### src/pdmc_pkg.sv
// Package: constants and types of the power-down mode controller
package pdmc_pkg;
    // ------------------------------------------------------------------
    // Register map
    // ------------------------------------------------------------------
    localparam logic [27:0] PDMC_CTRL_OFS     = 28'h5FFFFBC;
    localparam logic [27:0] PDMC_STAT_OFS     = 28'h5FFFFC0;
    localparam int          PDMC_SBY_BIT      = 7;
    localparam int          PDMC_HIZ_BIT      = 6;
    localparam logic [7:0]  PDMC_CTRL_RST     = 8'h1F;
    localparam logic [4:0]  PDMC_CTRL_ONES    = 5'h1F;
    // ------------------------------------------------------------------
    // Timing
    // ------------------------------------------------------------------
    localparam int          PDMC_CLK_MHZ      = 125;
    localparam int          PDMC_WDT_STEP_NS  = 64;
    localparam int          PDMC_WDT_STEP_CYC =
        (PDMC_WDT_STEP_NS * PDMC_CLK_MHZ + 999) / 1000;
    // ------------------------------------------------------------------
    // Types
    // ------------------------------------------------------------------
    typedef enum logic [1:0] {
        PDMC_RUN   = 2'h0,
        PDMC_SLEEP = 2'h1,
        PDMC_WARM  = 2'h3,
        PDMC_STBY  = 2'h2
    } pdmc_state_t;

    typedef enum logic [1:0] {
        PDMC_WK_NONE = 2'h0,
        PDMC_WK_IRQ  = 2'h1,
        PDMC_WK_DMA  = 2'h2,
        PDMC_WK_NMI  = 2'h3
    } pdmc_wake_t;
endpackage : pdmc_pkg

### src/pdmc_sync.sv
// Three-stage input synchroniser with agreement filter
`timescale 1ns/1ps
module pdmc_sync
    import pdmc_pkg::*;
#(
    parameter logic INIT = 1'b0
) (
    // Clock and reset
    input  wire logic sys_clk,
    input  wire logic nrst,
    // Pin and filtered level
    input  wire logic pin,
    output logic      level
);
    logic s1_q;
    logic s2_q;
    logic s3_q;
    logic lvl_q;
    logic lvl_d;

    always_comb begin
        lvl_d = lvl_q;
        if (s2_q == s3_q) begin
            lvl_d = s2_q;
        end
    end

    always_ff @(posedge sys_clk or negedge nrst) begin
        if (!nrst) begin
            s1_q  <= INIT;
            s2_q  <= INIT;
            s3_q  <= INIT;
            lvl_q <= INIT;
        end else begin
            s1_q  <= pin;
            s2_q  <= s1_q;
            s3_q  <= s2_q;
            lvl_q <= lvl_d;
        end
    end

    assign level = lvl_q;
endmodule : pdmc_sync

### src/pdmc_wdt_wait.sv
// Watchdog settling wait after a standby wake-up
`timescale 1ns/1ps
module pdmc_wdt_wait
    import pdmc_pkg::*;
#(
    parameter int STEP_CYC = PDMC_WDT_STEP_CYC
) (
    // Clock and reset
    input  wire logic       sys_clk,
    input  wire logic       nrst,
    // Control
    input  wire logic       start,
    input  wire logic [2:0] clk_sel,
    output logic            overflow
);
    logic [7:0]  pre_q;
    logic [7:0]  pre_d;
    logic [15:0] cnt_q;
    logic [15:0] cnt_d;
    logic        run_q;
    logic        run_d;
    logic        ovf_q;
    logic        ovf_d;
    logic [15:0] limit;

    // Overflow interval doubles with each clock select step
    assign limit = 16'(16'h0100 << clk_sel);

    always_comb begin
        pre_d = pre_q;
        cnt_d = cnt_q;
        run_d = run_q;
        ovf_d = 1'b0;
        if (start) begin
            run_d = 1'b1;
            pre_d = 8'h00;
            cnt_d = 16'h0000;
        end else if (run_q) begin
            if (pre_q == 8'(STEP_CYC - 1)) begin
                pre_d = 8'h00;
                if (cnt_q == limit - 16'h0001) begin
                    run_d = 1'b0;
                    ovf_d = 1'b1;
                end else begin
                    cnt_d = cnt_q + 16'h0001;
                end
            end else begin
                pre_d = pre_q + 8'h01;
            end
        end
    end

    always_ff @(posedge sys_clk or negedge nrst) begin
        if (!nrst) begin
            pre_q <= 8'h00;
            cnt_q <= 16'h0000;
            run_q <= 1'b0;
            ovf_q <= 1'b0;
        end else begin
            pre_q <= pre_d;
            cnt_q <= cnt_d;
            run_q <= run_d;
            ovf_q <= ovf_d;
        end
    end

    assign overflow = ovf_q;
endmodule : pdmc_wdt_wait

### src/pdmc_top.sv
// Power-down mode controller: sleep/standby entry, wake-up, control reg
`timescale 1ns/1ps
module pdmc_top
    import pdmc_pkg::*;
(
    // Clock and reset
    input  wire logic        sys_clk,
    input  wire logic        nrst,
    // Register port
    input  wire logic [27:0] reg_addr,
    input  wire logic [7:0]  reg_wdata,
    input  wire logic        reg_wr,
    input  wire logic        reg_rd,
    output logic      [7:0]  reg_rdata,
    // CPU core
    input  wire logic        halt_exec,
    input  wire logic [3:0]  cpu_status_reg_mask,
    output logic             cpu_hold,
    output logic             wake_req,
    output logic      [1:0]  wake_cause,
    // Interrupt unit and dma unit
    input  wire logic        irq_req,
    input  wire logic [3:0]  irq_level,
    input  wire logic        irq_enabled,
    input  wire logic        dma_addr_err,
    input  wire logic        nmi_edge_select,
    // Watchdog
    input  wire logic        watchdog_run_enable,
    input  wire logic [2:0]  watchdog_clock_select,
    // Pins
    input  wire logic        reset_input_n_pin,
    input  wire logic        nmi_pin,
    // Power and port control
    output logic             clk_gate_en,
    output logic             periph_clk_en,
    output logic             wdt_clk_en,
    output logic             port_float,
    output logic             por_reset,
    output logic             manual_reset
);
    // ------------------------------------------------------------------
    // Pin synchronisers
    // ------------------------------------------------------------------
    logic res_lvl;
    logic nmi_lvl;
    logic nmi_prev_q;

    pdmc_sync #(.INIT(1'b1)) u_res_sync (
        .sys_clk (sys_clk),
        .nrst    (nrst),
        .pin     (reset_input_n_pin),
        .level   (res_lvl)
    );

    pdmc_sync #(.INIT(1'b0)) u_nmi_sync (
        .sys_clk (sys_clk),
        .nrst    (nrst),
        .pin     (nmi_pin),
        .level   (nmi_lvl)
    );

    // ------------------------------------------------------------------
    // Wake event decode
    // ------------------------------------------------------------------
    logic nmi_rise;
    logic nmi_fall;
    logic nmi_valid;
    logic irq_ok;
    logic res_act;

    assign nmi_rise  = nmi_lvl & ~nmi_prev_q;
    assign nmi_fall  = ~nmi_lvl & nmi_prev_q;
    assign nmi_valid = nmi_edge_select ? nmi_rise
                                       : nmi_fall;
    assign irq_ok    = irq_req & irq_enabled
                     & (irq_level > cpu_status_reg_mask);
    assign res_act   = ~res_lvl;

    // ------------------------------------------------------------------
    // Control register
    // ------------------------------------------------------------------
    logic       sby_q;
    logic       sby_d;
    logic       hiz_q;
    logic       hiz_d;
    logic [7:0] rdata_q;
    logic [7:0] rdata_d;
    logic [7:0] ctrl_val;
    logic       wr_ctrl;
    pdmc_state_t state_q;
    pdmc_state_t state_d;

    assign wr_ctrl  = reg_wr & (reg_addr == PDMC_CTRL_OFS);
    assign ctrl_val = {sby_q, hiz_q, 1'b0, PDMC_CTRL_ONES};

    always_comb begin
        sby_d = sby_q;
        hiz_d = hiz_q;
        if (res_act) begin
            sby_d = PDMC_CTRL_RST[PDMC_SBY_BIT];
            hiz_d = PDMC_CTRL_RST[PDMC_HIZ_BIT];
        end else if (wr_ctrl) begin
            // Setting is blocked while the watchdog runs; clearing is not
            if (!(reg_wdata[PDMC_SBY_BIT] && watchdog_run_enable)) begin
                sby_d = reg_wdata[PDMC_SBY_BIT];
            end
            if (!(reg_wdata[PDMC_HIZ_BIT] && watchdog_run_enable)) begin
                hiz_d = reg_wdata[PDMC_HIZ_BIT];
            end
        end
    end

    always_comb begin
        rdata_d = 8'h00;
        if (reg_rd) begin
            if (reg_addr == PDMC_CTRL_OFS) begin
                rdata_d = ctrl_val;
            end else if (reg_addr == PDMC_STAT_OFS) begin
                rdata_d = {6'h00, state_q};
            end
        end
    end

    // ------------------------------------------------------------------
    // Mode state machine
    // ------------------------------------------------------------------
    pdmc_wake_t  cause_q;
    pdmc_wake_t  cause_d;
    logic        wake_q;
    logic        wake_d;
    logic        hold_q;
    logic        hold_d;
    logic        clk_q;
    logic        clk_d;
    logic        per_q;
    logic        per_d;
    logic        wdc_q;
    logic        wdc_d;
    logic        flt_q;
    logic        flt_d;
    logic        por_q;
    logic        por_d;
    logic        man_q;
    logic        man_d;
    logic        wdt_start;
    logic        wdt_ovf;

    pdmc_wdt_wait u_wdt_wait (
        .sys_clk  (sys_clk),
        .nrst     (nrst),
        .start    (wdt_start),
        .clk_sel  (watchdog_clock_select),
        .overflow (wdt_ovf)
    );

    always_comb begin
        state_d   = state_q;
        cause_d   = PDMC_WK_NONE;
        wake_d    = 1'b0;
        wdt_start = 1'b0;
        por_d     = res_act & nmi_lvl;
        man_d     = res_act & ~nmi_lvl;
        if (res_act) begin
            state_d = PDMC_RUN;
        end else begin
            case (state_q)
                PDMC_RUN: begin
                    if (halt_exec) begin
                        state_d = sby_q ? PDMC_STBY
                                        : PDMC_SLEEP;
                    end
                end
                PDMC_SLEEP: begin
                    // Wake priority: NMI, DMA error, interrupt
                    if (nmi_valid) begin
                        state_d = PDMC_RUN;
                        cause_d = PDMC_WK_NMI;
                        wake_d  = 1'b1;
                    end else if (dma_addr_err) begin
                        state_d = PDMC_RUN;
                        cause_d = PDMC_WK_DMA;
                        wake_d  = 1'b1;
                    end else if (irq_ok) begin
                        state_d = PDMC_RUN;
                        cause_d = PDMC_WK_IRQ;
                        wake_d  = 1'b1;
                    end
                end
                PDMC_STBY: begin
                    if (nmi_valid) begin
                        state_d   = PDMC_WARM;
                        wdt_start = 1'b1;
                    end
                end
                PDMC_WARM: begin
                    if (wdt_ovf) begin
                        state_d = PDMC_RUN;
                        cause_d = PDMC_WK_NMI;
                        wake_d  = 1'b1;
                    end
                end
                default: begin
                    state_d = PDMC_RUN;
                end
            endcase
        end
        // CPU held in any power-down state; its registers are untouched
        hold_d = (state_d != PDMC_RUN);
        per_d  = (state_d == PDMC_RUN) || (state_d == PDMC_SLEEP);
        clk_d  = per_d;
        wdc_d  = (state_d != PDMC_STBY);
        flt_d  = hiz_q && (state_d == PDMC_STBY
                        || state_d == PDMC_WARM);
    end

    always_ff @(posedge sys_clk or negedge nrst) begin
        if (!nrst) begin
            state_q    <= PDMC_RUN;
            cause_q    <= PDMC_WK_NONE;
            wake_q     <= 1'b0;
            hold_q     <= 1'b0;
            clk_q      <= 1'b1;
            per_q      <= 1'b1;
            wdc_q      <= 1'b1;
            flt_q      <= 1'b0;
            por_q      <= 1'b0;
            man_q      <= 1'b0;
            nmi_prev_q <= 1'b0;
            sby_q      <= 1'b0;
            hiz_q      <= 1'b0;
            rdata_q    <= 8'h00;
        end else begin
            state_q    <= state_d;
            cause_q    <= cause_d;
            wake_q     <= wake_d;
            hold_q     <= hold_d;
            clk_q      <= clk_d;
            per_q      <= per_d;
            wdc_q      <= wdc_d;
            flt_q      <= flt_d;
            por_q      <= por_d;
            man_q      <= man_d;
            nmi_prev_q <= nmi_lvl;
            sby_q      <= sby_d;
            hiz_q      <= hiz_d;
            rdata_q    <= rdata_d;
        end
    end

    assign reg_rdata     = rdata_q;
    assign cpu_hold      = hold_q;
    assign wake_req      = wake_q;
    assign wake_cause    = cause_q;
    assign clk_gate_en   = clk_q;
    assign periph_clk_en = per_q;
    assign wdt_clk_en    = wdc_q;
    assign port_float    = flt_q;
    assign por_reset     = por_q;
    assign manual_reset  = man_q;
endmodule : pdmc_top

### config.mk
export PLATFORM = sky130hd
export DESIGN_NAME = pdmc_top
export DESIGN_NICKNAME = d
export VERILOG_FILES = /design/src/pdmc_pkg.sv /design/src/pdmc_sync.sv /design/src/pdmc_wdt_wait.sv /design/src/pdmc_top.sv
export SDC_FILE = /design/constraint.sdc
export NUM_CORES = 1
export LEC_CHECK = 0
export BUFFER_PORTS_ARGS = -buffer_cell sky130_fd_sc_hd__buf_2
export CORE_ASPECT_RATIO = 0.9
export CORE_MARGIN = 4
export CORE_UTILIZATION = 48
export DETAILED_ROUTE_END_ITERATION = 12
export PLACE_DENSITY = 0.74
export SYNTH_ARGS = -nofsm -noshare
export SYNTH_HDL_FRONTEND = slang
export SYNTH_SLANG_ARGS = --single-unit
### constraint.sdc
create_clock -name sys_clk -period 2.7 [get_ports sys_clk]
set_input_delay 0.27 -clock sys_clk [delete_from_list [all_inputs] [get_ports sys_clk]]
set_output_delay 0.27 -clock sys_clk [all_outputs]
set_load 0.05 [all_outputs]
==> results of run 1 <==
-- synth_stat cells, types with 2 or more instances --
library cell | n | area share
nand3_1 | 12 | 0.022
maj3_1 | 2 | 0.0072
nor2_1 | 22 | 0.030
and3b_1 | 3 | 0.0095
or4_1 | 5 | 0.014
and3_1 | 6 | 0.014
dfrtp_1 | 47 | 0.42
or3_1 | 10 | 0.023
dfstp_2 | 6 | 0.057
nor2b_1 | 5 | 0.011
o2111ai_1 | 2 | 0.0063
inv_1 | 14 | 0.019
a21oi_1 | 13 | 0.023
o211ai_1 | 4 | 0.011
and2_1 | 2 | 0.0045
nand2b_1 | 3 | 0.0068
nand3b_1 | 2 | 0.0054
nor3b_1 | 2 | 0.0054
o31ai_1 | 2 | 0.0054
o21ai_0 | 25 | 0.045
ha_1 | 7 | 0.032
nand2_1 | 22 | 0.030
o21a_1 | 7 | 0.019
or2_2 | 2 | 0.0045
buf_2 | 7 | 0.013
clkbuf_1 | 3 | 0.0041
nand4_1 | 12 | 0.027
buf_4 | 4 | 0.011
xor2_1 | 6 | 0.019
nor4_1 | 4 | 0.0090
a31oi_1 | 2 | 0.0045
nor3_1 | 5 | 0.0090
-- per-layer routing --
metal	track usage	vias up	wire (um)
li1	-	1195	-
met1	0.249	1133	2720
met2	0.301	43	2960
met3	0.0297	9	224
met4	0.0529	0	80
met5	0	-	0
-- flip-flops by register name, indices dropped and copies added (netlist names), 2 cells and up --
register          cells
wake_cause            2
u_wdt_wait.pre_q      8
reg_rdata             5
u_wdt_wait.cnt_q     16
state_q               2
-- cell usage in the layout, fill, tap and decap left out, types with 3 or more instances in the layout --
cell type,instances
a21oi_1,13
and3_1,6
and3b_1,3
buf_2,69
buf_4,9
clkbuf_8,5
dfrtp_1,47
dfstp_2,6
ha_1,7
inv_1,14
nand2_1,22
nand2b_1,3
nand3_1,12
nand4_1,12
nor2_1,22
nor2b_1,5
nor3_1,5
nor4_1,4
o211ai_1,4
o21a_1,7
o21ai_0,25
or3_1,10
or4_1,5
xor2_1,6
-- cell type report --
type                    count  area, sq um  share of cell area
clock buffers               6         72.6              0.0217
clock inverters             2         35.0              0.0105
repair buffers             80          443               0.133
well taps                  70         87.6              0.0262
inverters                  14         52.6              0.0157
multi-input cells         210         1320               0.394
flip-flops and latches     53         1330               0.399
-- where the power goes --
part           internal (mW)  switching (mW)
clock                  0.275           0.250
sequential             0.886          0.0900
combinational          0.178           0.258
total                   1.34           0.597
-- cells by family after synthesis --
kind of cell / share of synthesized area
simple gates: 0.258
buf+inv: 0.0464
flops: 0.480
compound gates: 0.154
xor+xnor: 0.0221
fa+ha+maj: 0.0387
other cells: 0.00135
-- worst min path at each step --
stage / endpoint / start / depth (start not counted) / slack, ps
after global routing: u_res_sync.s1_q / reset_input_n_pin / 1 / 40
final: u_res_sync.s1_q / reset_input_n_pin / 1 / 60
after CTS: u_res_sync.s1_q / reset_input_n_pin / 1 / 50
after global placement: u_wdt_wait.cnt_q[10] / nrst / 1 / 210
after floorplan: cpu_hold / nrst / 0 / -30
after detailed placement: u_wdt_wait.cnt_q[10] / nrst / 1 / 210
-- metrics by stage --
step           cells  power [mW]  utilization  area, sq um
2_1_floorplan    291        1.28            -         2780
3_3_place_gp     426        1.41        0.569         3220
3_5_place_dp     426        1.43        0.569         3220
4_1_cts          435        1.95        0.590         3340
5_1_grt          435        2.05        0.590         3340
6_report         435        1.94        0.590         3340
-- timing repair --
item | 4_1_cts | 5_1_grt
hold endpoints to repair | 15 | 0
hold buffers | 1 | 0
resized for setup | 0 | 0
==> impl_results.md, run 1 <==
- Die Area: ~7000 sq um
- Yosys cell types: 55
- Seq cells post-synth: 53
- Clock Sink Count: between 50 and 60
- Total vias in the final route: between 2k and 2.5k
- Largest net degree at the start of global routing: 39
- Routed Antenna Nets: 0
- Post-place setup slack: approximately 31 ps
- Final Hold Viols: 0
- Clk Latency, worst-skew pair: between 300 and 400 ps
- Final Cycle Share: 0.898
- Slew Limit Fails: 0
- Area delta synth->final: 20.2%
- Status: complete, no violations
- Pwr per Cell Area: approximately 580 nW/um^2
- Share of layout cells above drive strength 1: 0.288
- Top cell family by delay on the critical path: simple AND/OR/NAND/NOR gates
- Antenna violations before repair: 0
- CTS Buf Count: 5
- CP required: 2950 ps
- Total core area: around 5700 sq um
- Final worst slack: between 200 and 300 ps
- Clock root buffer: clkbuf_8
- Drt total wl: around 6 mm
- Worst path most repeated cell: nand2_1
- Mapped Area: 2780 sq um
- Crit-path slowest cell: or4b_2
- Inserted Diodes: 0
- Min Hold Slack: 58.9 ps
- Final weighted congestion in routability-driven placement: slightly above 0.8
- FF-to-FF setup slack: approximately 280 ps
- Vias per Instance: 5.47
- CP endpoint kind: flop
- Synth Flop Type: dfrtp_1
- Die H: between 80 and 90 um
- End of the critical path: u_wdt_wait.cnt_q[12]
- Reg-to-reg endpoint: u_wdt_wait.cnt_q[12]
- Setup CP Type: reg -> reg
- Final setup fails: 0
- Skew final: about 8.2 ps
- Post-DP HPWL: about 4.6 mm
- Slew headroom: 0.630
- Buffer and inverter count on the worst path: 0
- GRT overflow: 0
- Syn Nets: ~360
- Max stage delay on crit path: between 600 and 700 ps
- Clock buffer depth: 2
- Vias in the first global route: roughly 2.3k
- Max Freq: between 0.4 and 0.5 GHz
- Max IR drop VDD: 375 uV
- Buffers on Ports: 69
- # IOs: between 70 and 80
- Final min period: 2420 ps
- Hold Crit Class: in -> reg
- Max Cap Violations: 0
- Worst reg-to-reg path cell count: 6
- Clk pin slew, worst setup/hold paths: about 90 ps
- Least-Margin Pin Slew: roughly 550 ps
- Initial core utilization: 0.491
- CTS tree: yes
- Row cnt: 26
- Max FO, Critical Path: 12
- Startpoint Class: flop
- Ys Warns: 0
- RSZ-0062 raised after global routing: no
- Fin nets: 430
- # DRC: 0
- First DRT Iteration DRCs: between 100 and 150
- First-pass GRT wire length: ~10 mm
- Filler cells: around 540
- P_leak: 1.62 nW
- Cells along the critical path: nor3b_1 > o21a_1 > a21o_2 > nand2_1 > or4b_2 > nand2_1
- Post-CTS setup buffers: 0
- Critical path startpoint: u_nmi_sync.level
- Die Wd: slightly below 90 um
- R2r startpoint: u_nmi_sync.level
- Fraction of registers with async set/reset: 1.00
- All-Layer GR Usage: 0.183
- Register area share after synthesis: 0.480
- Max H-tree Level: 2
- Syn_area_per_cell: between 9 and 10 sq um
- Arr. time, crit path: 2670 ps
- EDFF count, synth: 0
- Syn Inst Count: 291
- WL/cell: between 10 and 15 um
- Setup TNS Final: 0 ps
- Crit path depth: 6
- Initial DRT Pass Iterations: 4
No activity file was read; power rests on OpenSTA's default activity.
==> inputs of run 2 (changes only) <==
--- a/config.mk
+++ b/config.mk
@@ -5,12 +5,10 @@
 export SDC_FILE = /design/constraint.sdc
 export NUM_CORES = 1
 export LEC_CHECK = 0
-export BUFFER_PORTS_ARGS = -buffer_cell sky130_fd_sc_hd__buf_2
 export CORE_ASPECT_RATIO = 0.9
-export CORE_MARGIN = 4
 export CORE_UTILIZATION = 48
 export DETAILED_ROUTE_END_ITERATION = 12
-export PLACE_DENSITY = 0.74
+export DONT_BUFFER_PORTS = 1
 export SYNTH_ARGS = -nofsm -noshare
 export SYNTH_HDL_FRONTEND = slang
 export SYNTH_SLANG_ARGS = --single-unit
==> run 2 against run 1 <==
Net effect:
- die area is 14% lower
- critical path type unchanged
- clock skew is 2.8 ps lower
- via count shrank 9.8%
- first-iteration DRC count increased by 19%
- cell area fell by 10%
- non-clock buffer count is 70 lower
- worst hold slack improved by 35 ps
==> impl_results.md, run 2 (synthesized netlist as in run 1, its figures left out) <==
- Status: complete, no violations
- CTS Buf Count: 5
- Antenna violations before repair: 0
- CP endpoint kind: flop
- Worst hold path depth: 2
- Hold wc startpoint: reg_wdata[6]
- Worst reg-to-reg path cell count: 7
- Vias in the first global route: 1999
- CTS tree: yes
- Sw Share: 0.334
- Largest reg by FF count: u_wdt_wait.cnt_q
- FF-to-FF setup slack: between 300 and 400 ps
- Die Area: roughly 6100 sq um
- Buffers on Ports: 0
- Slew Limit Fails: 0
- First DRT Iteration DRCs: between 100 and 150
- Post-DP HPWL: between 3 and 4 mm
- Vias per Instance: slightly below 6
- Placed cell area: approximately 2800 sq um
- Max stage delay on crit path: about 660 ps
- Max H-tree Level: 2
- Final Hold Viols: 0
- Routed Antenna Nets: 0
- Hold Crit Class: in -> reg
- Row cnt: 25
- Max IR drop VDD: approximately 370 uV
- Total vias in the final route: 2146
- WL/cell: about 15 um
- First-pass GRT wire length: 9.16 mm
- Commonest cells after routing, fill and taps aside: dfrtp_1 (47), o21ai_0 (25), nor2_1 (22), nand2_1 (22), inv_1 (14)
- Top cell family by delay on the critical path: simple AND/OR/NAND/NOR gates
- GRT overflow: 0
- Initial core utilization: 0.513
- Post-place setup slack: 133 ps
- All-Layer GR Usage: 0.198
- Skew final: roughly 5.3 ps
- # IOs: 77
- Final min period: roughly 2300 ps
- Clk Latency, worst-skew pair: roughly 320 ps
- RSZ-0062 raised after global routing: no
- Clk pin slew, worst setup/hold paths: ~100 ps
- P_leak: about 1.3 nW
- Buffer and inverter count on the worst path: 1
- Area delta synth->final: 7.93%
- Final Cycle Share: 0.864
- Initial DRT Pass Iterations: 4
- Reg-to-reg endpoint: u_wdt_wait.cnt_q[12]
- Seq pwr share: 0.562
- Least-Margin Pin Slew: about 560 ps
- Design Area, Final: about 3000 sq um
- Post-cts gate resize count: 0
- P_int: 1.22 mW
- Clk network pwr share: 0.264
- Die Wd: 82.2 um
- # DRC: 0
- Total core area: ~5400 sq um
- Setup CP Type: reg -> reg
- Cells along the critical path: nor3b_1 > o21ai_2 > nand4_1 > and4bb_2 > buf_12 > or4b_2 > nand2_1
- Fin nets: between 300 and 400
- Max Cap Violations: 0
- Clock buffer depth: 2
- Commonest non-fill, non-tap cell in the layout: dfrtp_1
- Filler cells: around 490
- Util after Layout: 0.554
- Fin cells: about 360
- Startpoint Class: flop
- Setup TNS Final: 0 ps
- Final worst slack: about 370 ps
- Max Freq: approximately 0.43 GHz
- P_sw: between 0.6 and 0.7 mW
- Die H: ~74 um
- Max FO, Critical Path: 26
- Max FFs per register: 16
- Inserted Diodes: 0
- CP required: 2960 ps
- R2r startpoint: u_nmi_sync.level
- Arr. time, crit path: roughly 2600 ps
- Clock root buffer: clkbuf_8
- Largest net degree at the start of global routing: 54
- Final setup fails: 0
- Post-Place Cells: 350
- Clock Sink Count: between 50 and 60
- Logic pwr share: 0.174
- Worst hold endpoint: hiz_q
- Crit-path slowest cell: or4b_2
- Slew headroom: 0.625
- Drt total wl: about 5.5 mm
- Share of layout cells above drive strength 1: 0.115
- Post-CTS setup buffers: 0
- Pwr per Cell Area: about 610 nW/um^2
- Final weighted congestion in routability-driven placement: 0.820
## run 2: metal layers
layer	track usage	vias up	wire (um)
met3	0.0356	9	295
met2	0.322	55	2480
met4	0.0643	0	45
li1	-	1059	-
met1	0.267	1023	2650
met5	0	-	0
## run 2: worst reg2reg max path, cell delays in order (launching register included)
cell,delay (ps)
dfrtp_1,460
nor3b_1,420
o21ai_2,140
nand4_1,100
and4bb_2,260
buf_12,150
or4b_2,660
nand2_1,80
## run 2: timing repair
action | in CTS | in global routing
endpoints found under the hold margin | 55 | 0
endpoints found under the setup margin | 0 | 0
hold buffers | 4 | 0
## run 2: worst max-delay path by stage
stage	startpoint	to	cells after the start
2_1_floorplan	watchdog_clock_select[2]	u_wdt_wait.cnt_q[6]	10
3_3_place_gp	watchdog_clock_select[2]	u_wdt_wait.cnt_q[12]	9
3_5_place_dp	watchdog_clock_select[2]	u_wdt_wait.cnt_q[12]	9
4_1_cts	u_nmi_sync.level	u_wdt_wait.cnt_q[12]	7
5_1_grt	u_nmi_sync.level	u_wdt_wait.cnt_q[12]	7
6_report	u_nmi_sync.level	u_wdt_wait.cnt_q[12]	7
## run 2: stage by stage
step,hold slack [ps],total power [mW]
after floorplan,-25.6,1.28
after CTS,87.9,1.86
after global routing,100,1.95
after global placement,-24.4,1.34
final,93.9,1.84
after detailed placement,-24.4,1.35
## run 2: area by class of cell
cell class	count	area, sq um	share of cell area
tap	67	83.8	0.0280
clock buffer	5	68.8	0.0230
timing repair buffer	10	115	0.0384
inverter	14	52.6	0.0175
clock inverter	3	28.8	0.00960
sequential	53	1330	0.445
multi-input combinational	210	1320	0.439
## run 2: power groups by stage
stage	clock network [mW]	logic, mW	registers (mW)
final	0.486	0.320	1.03
after global routing	0.527	0.372	1.05
after CTS	0.499	0.325	1.03
after detailed placement	0	0.298	1.05
after global placement	0	0.294	1.05
after floorplan	0	0.265	1.02
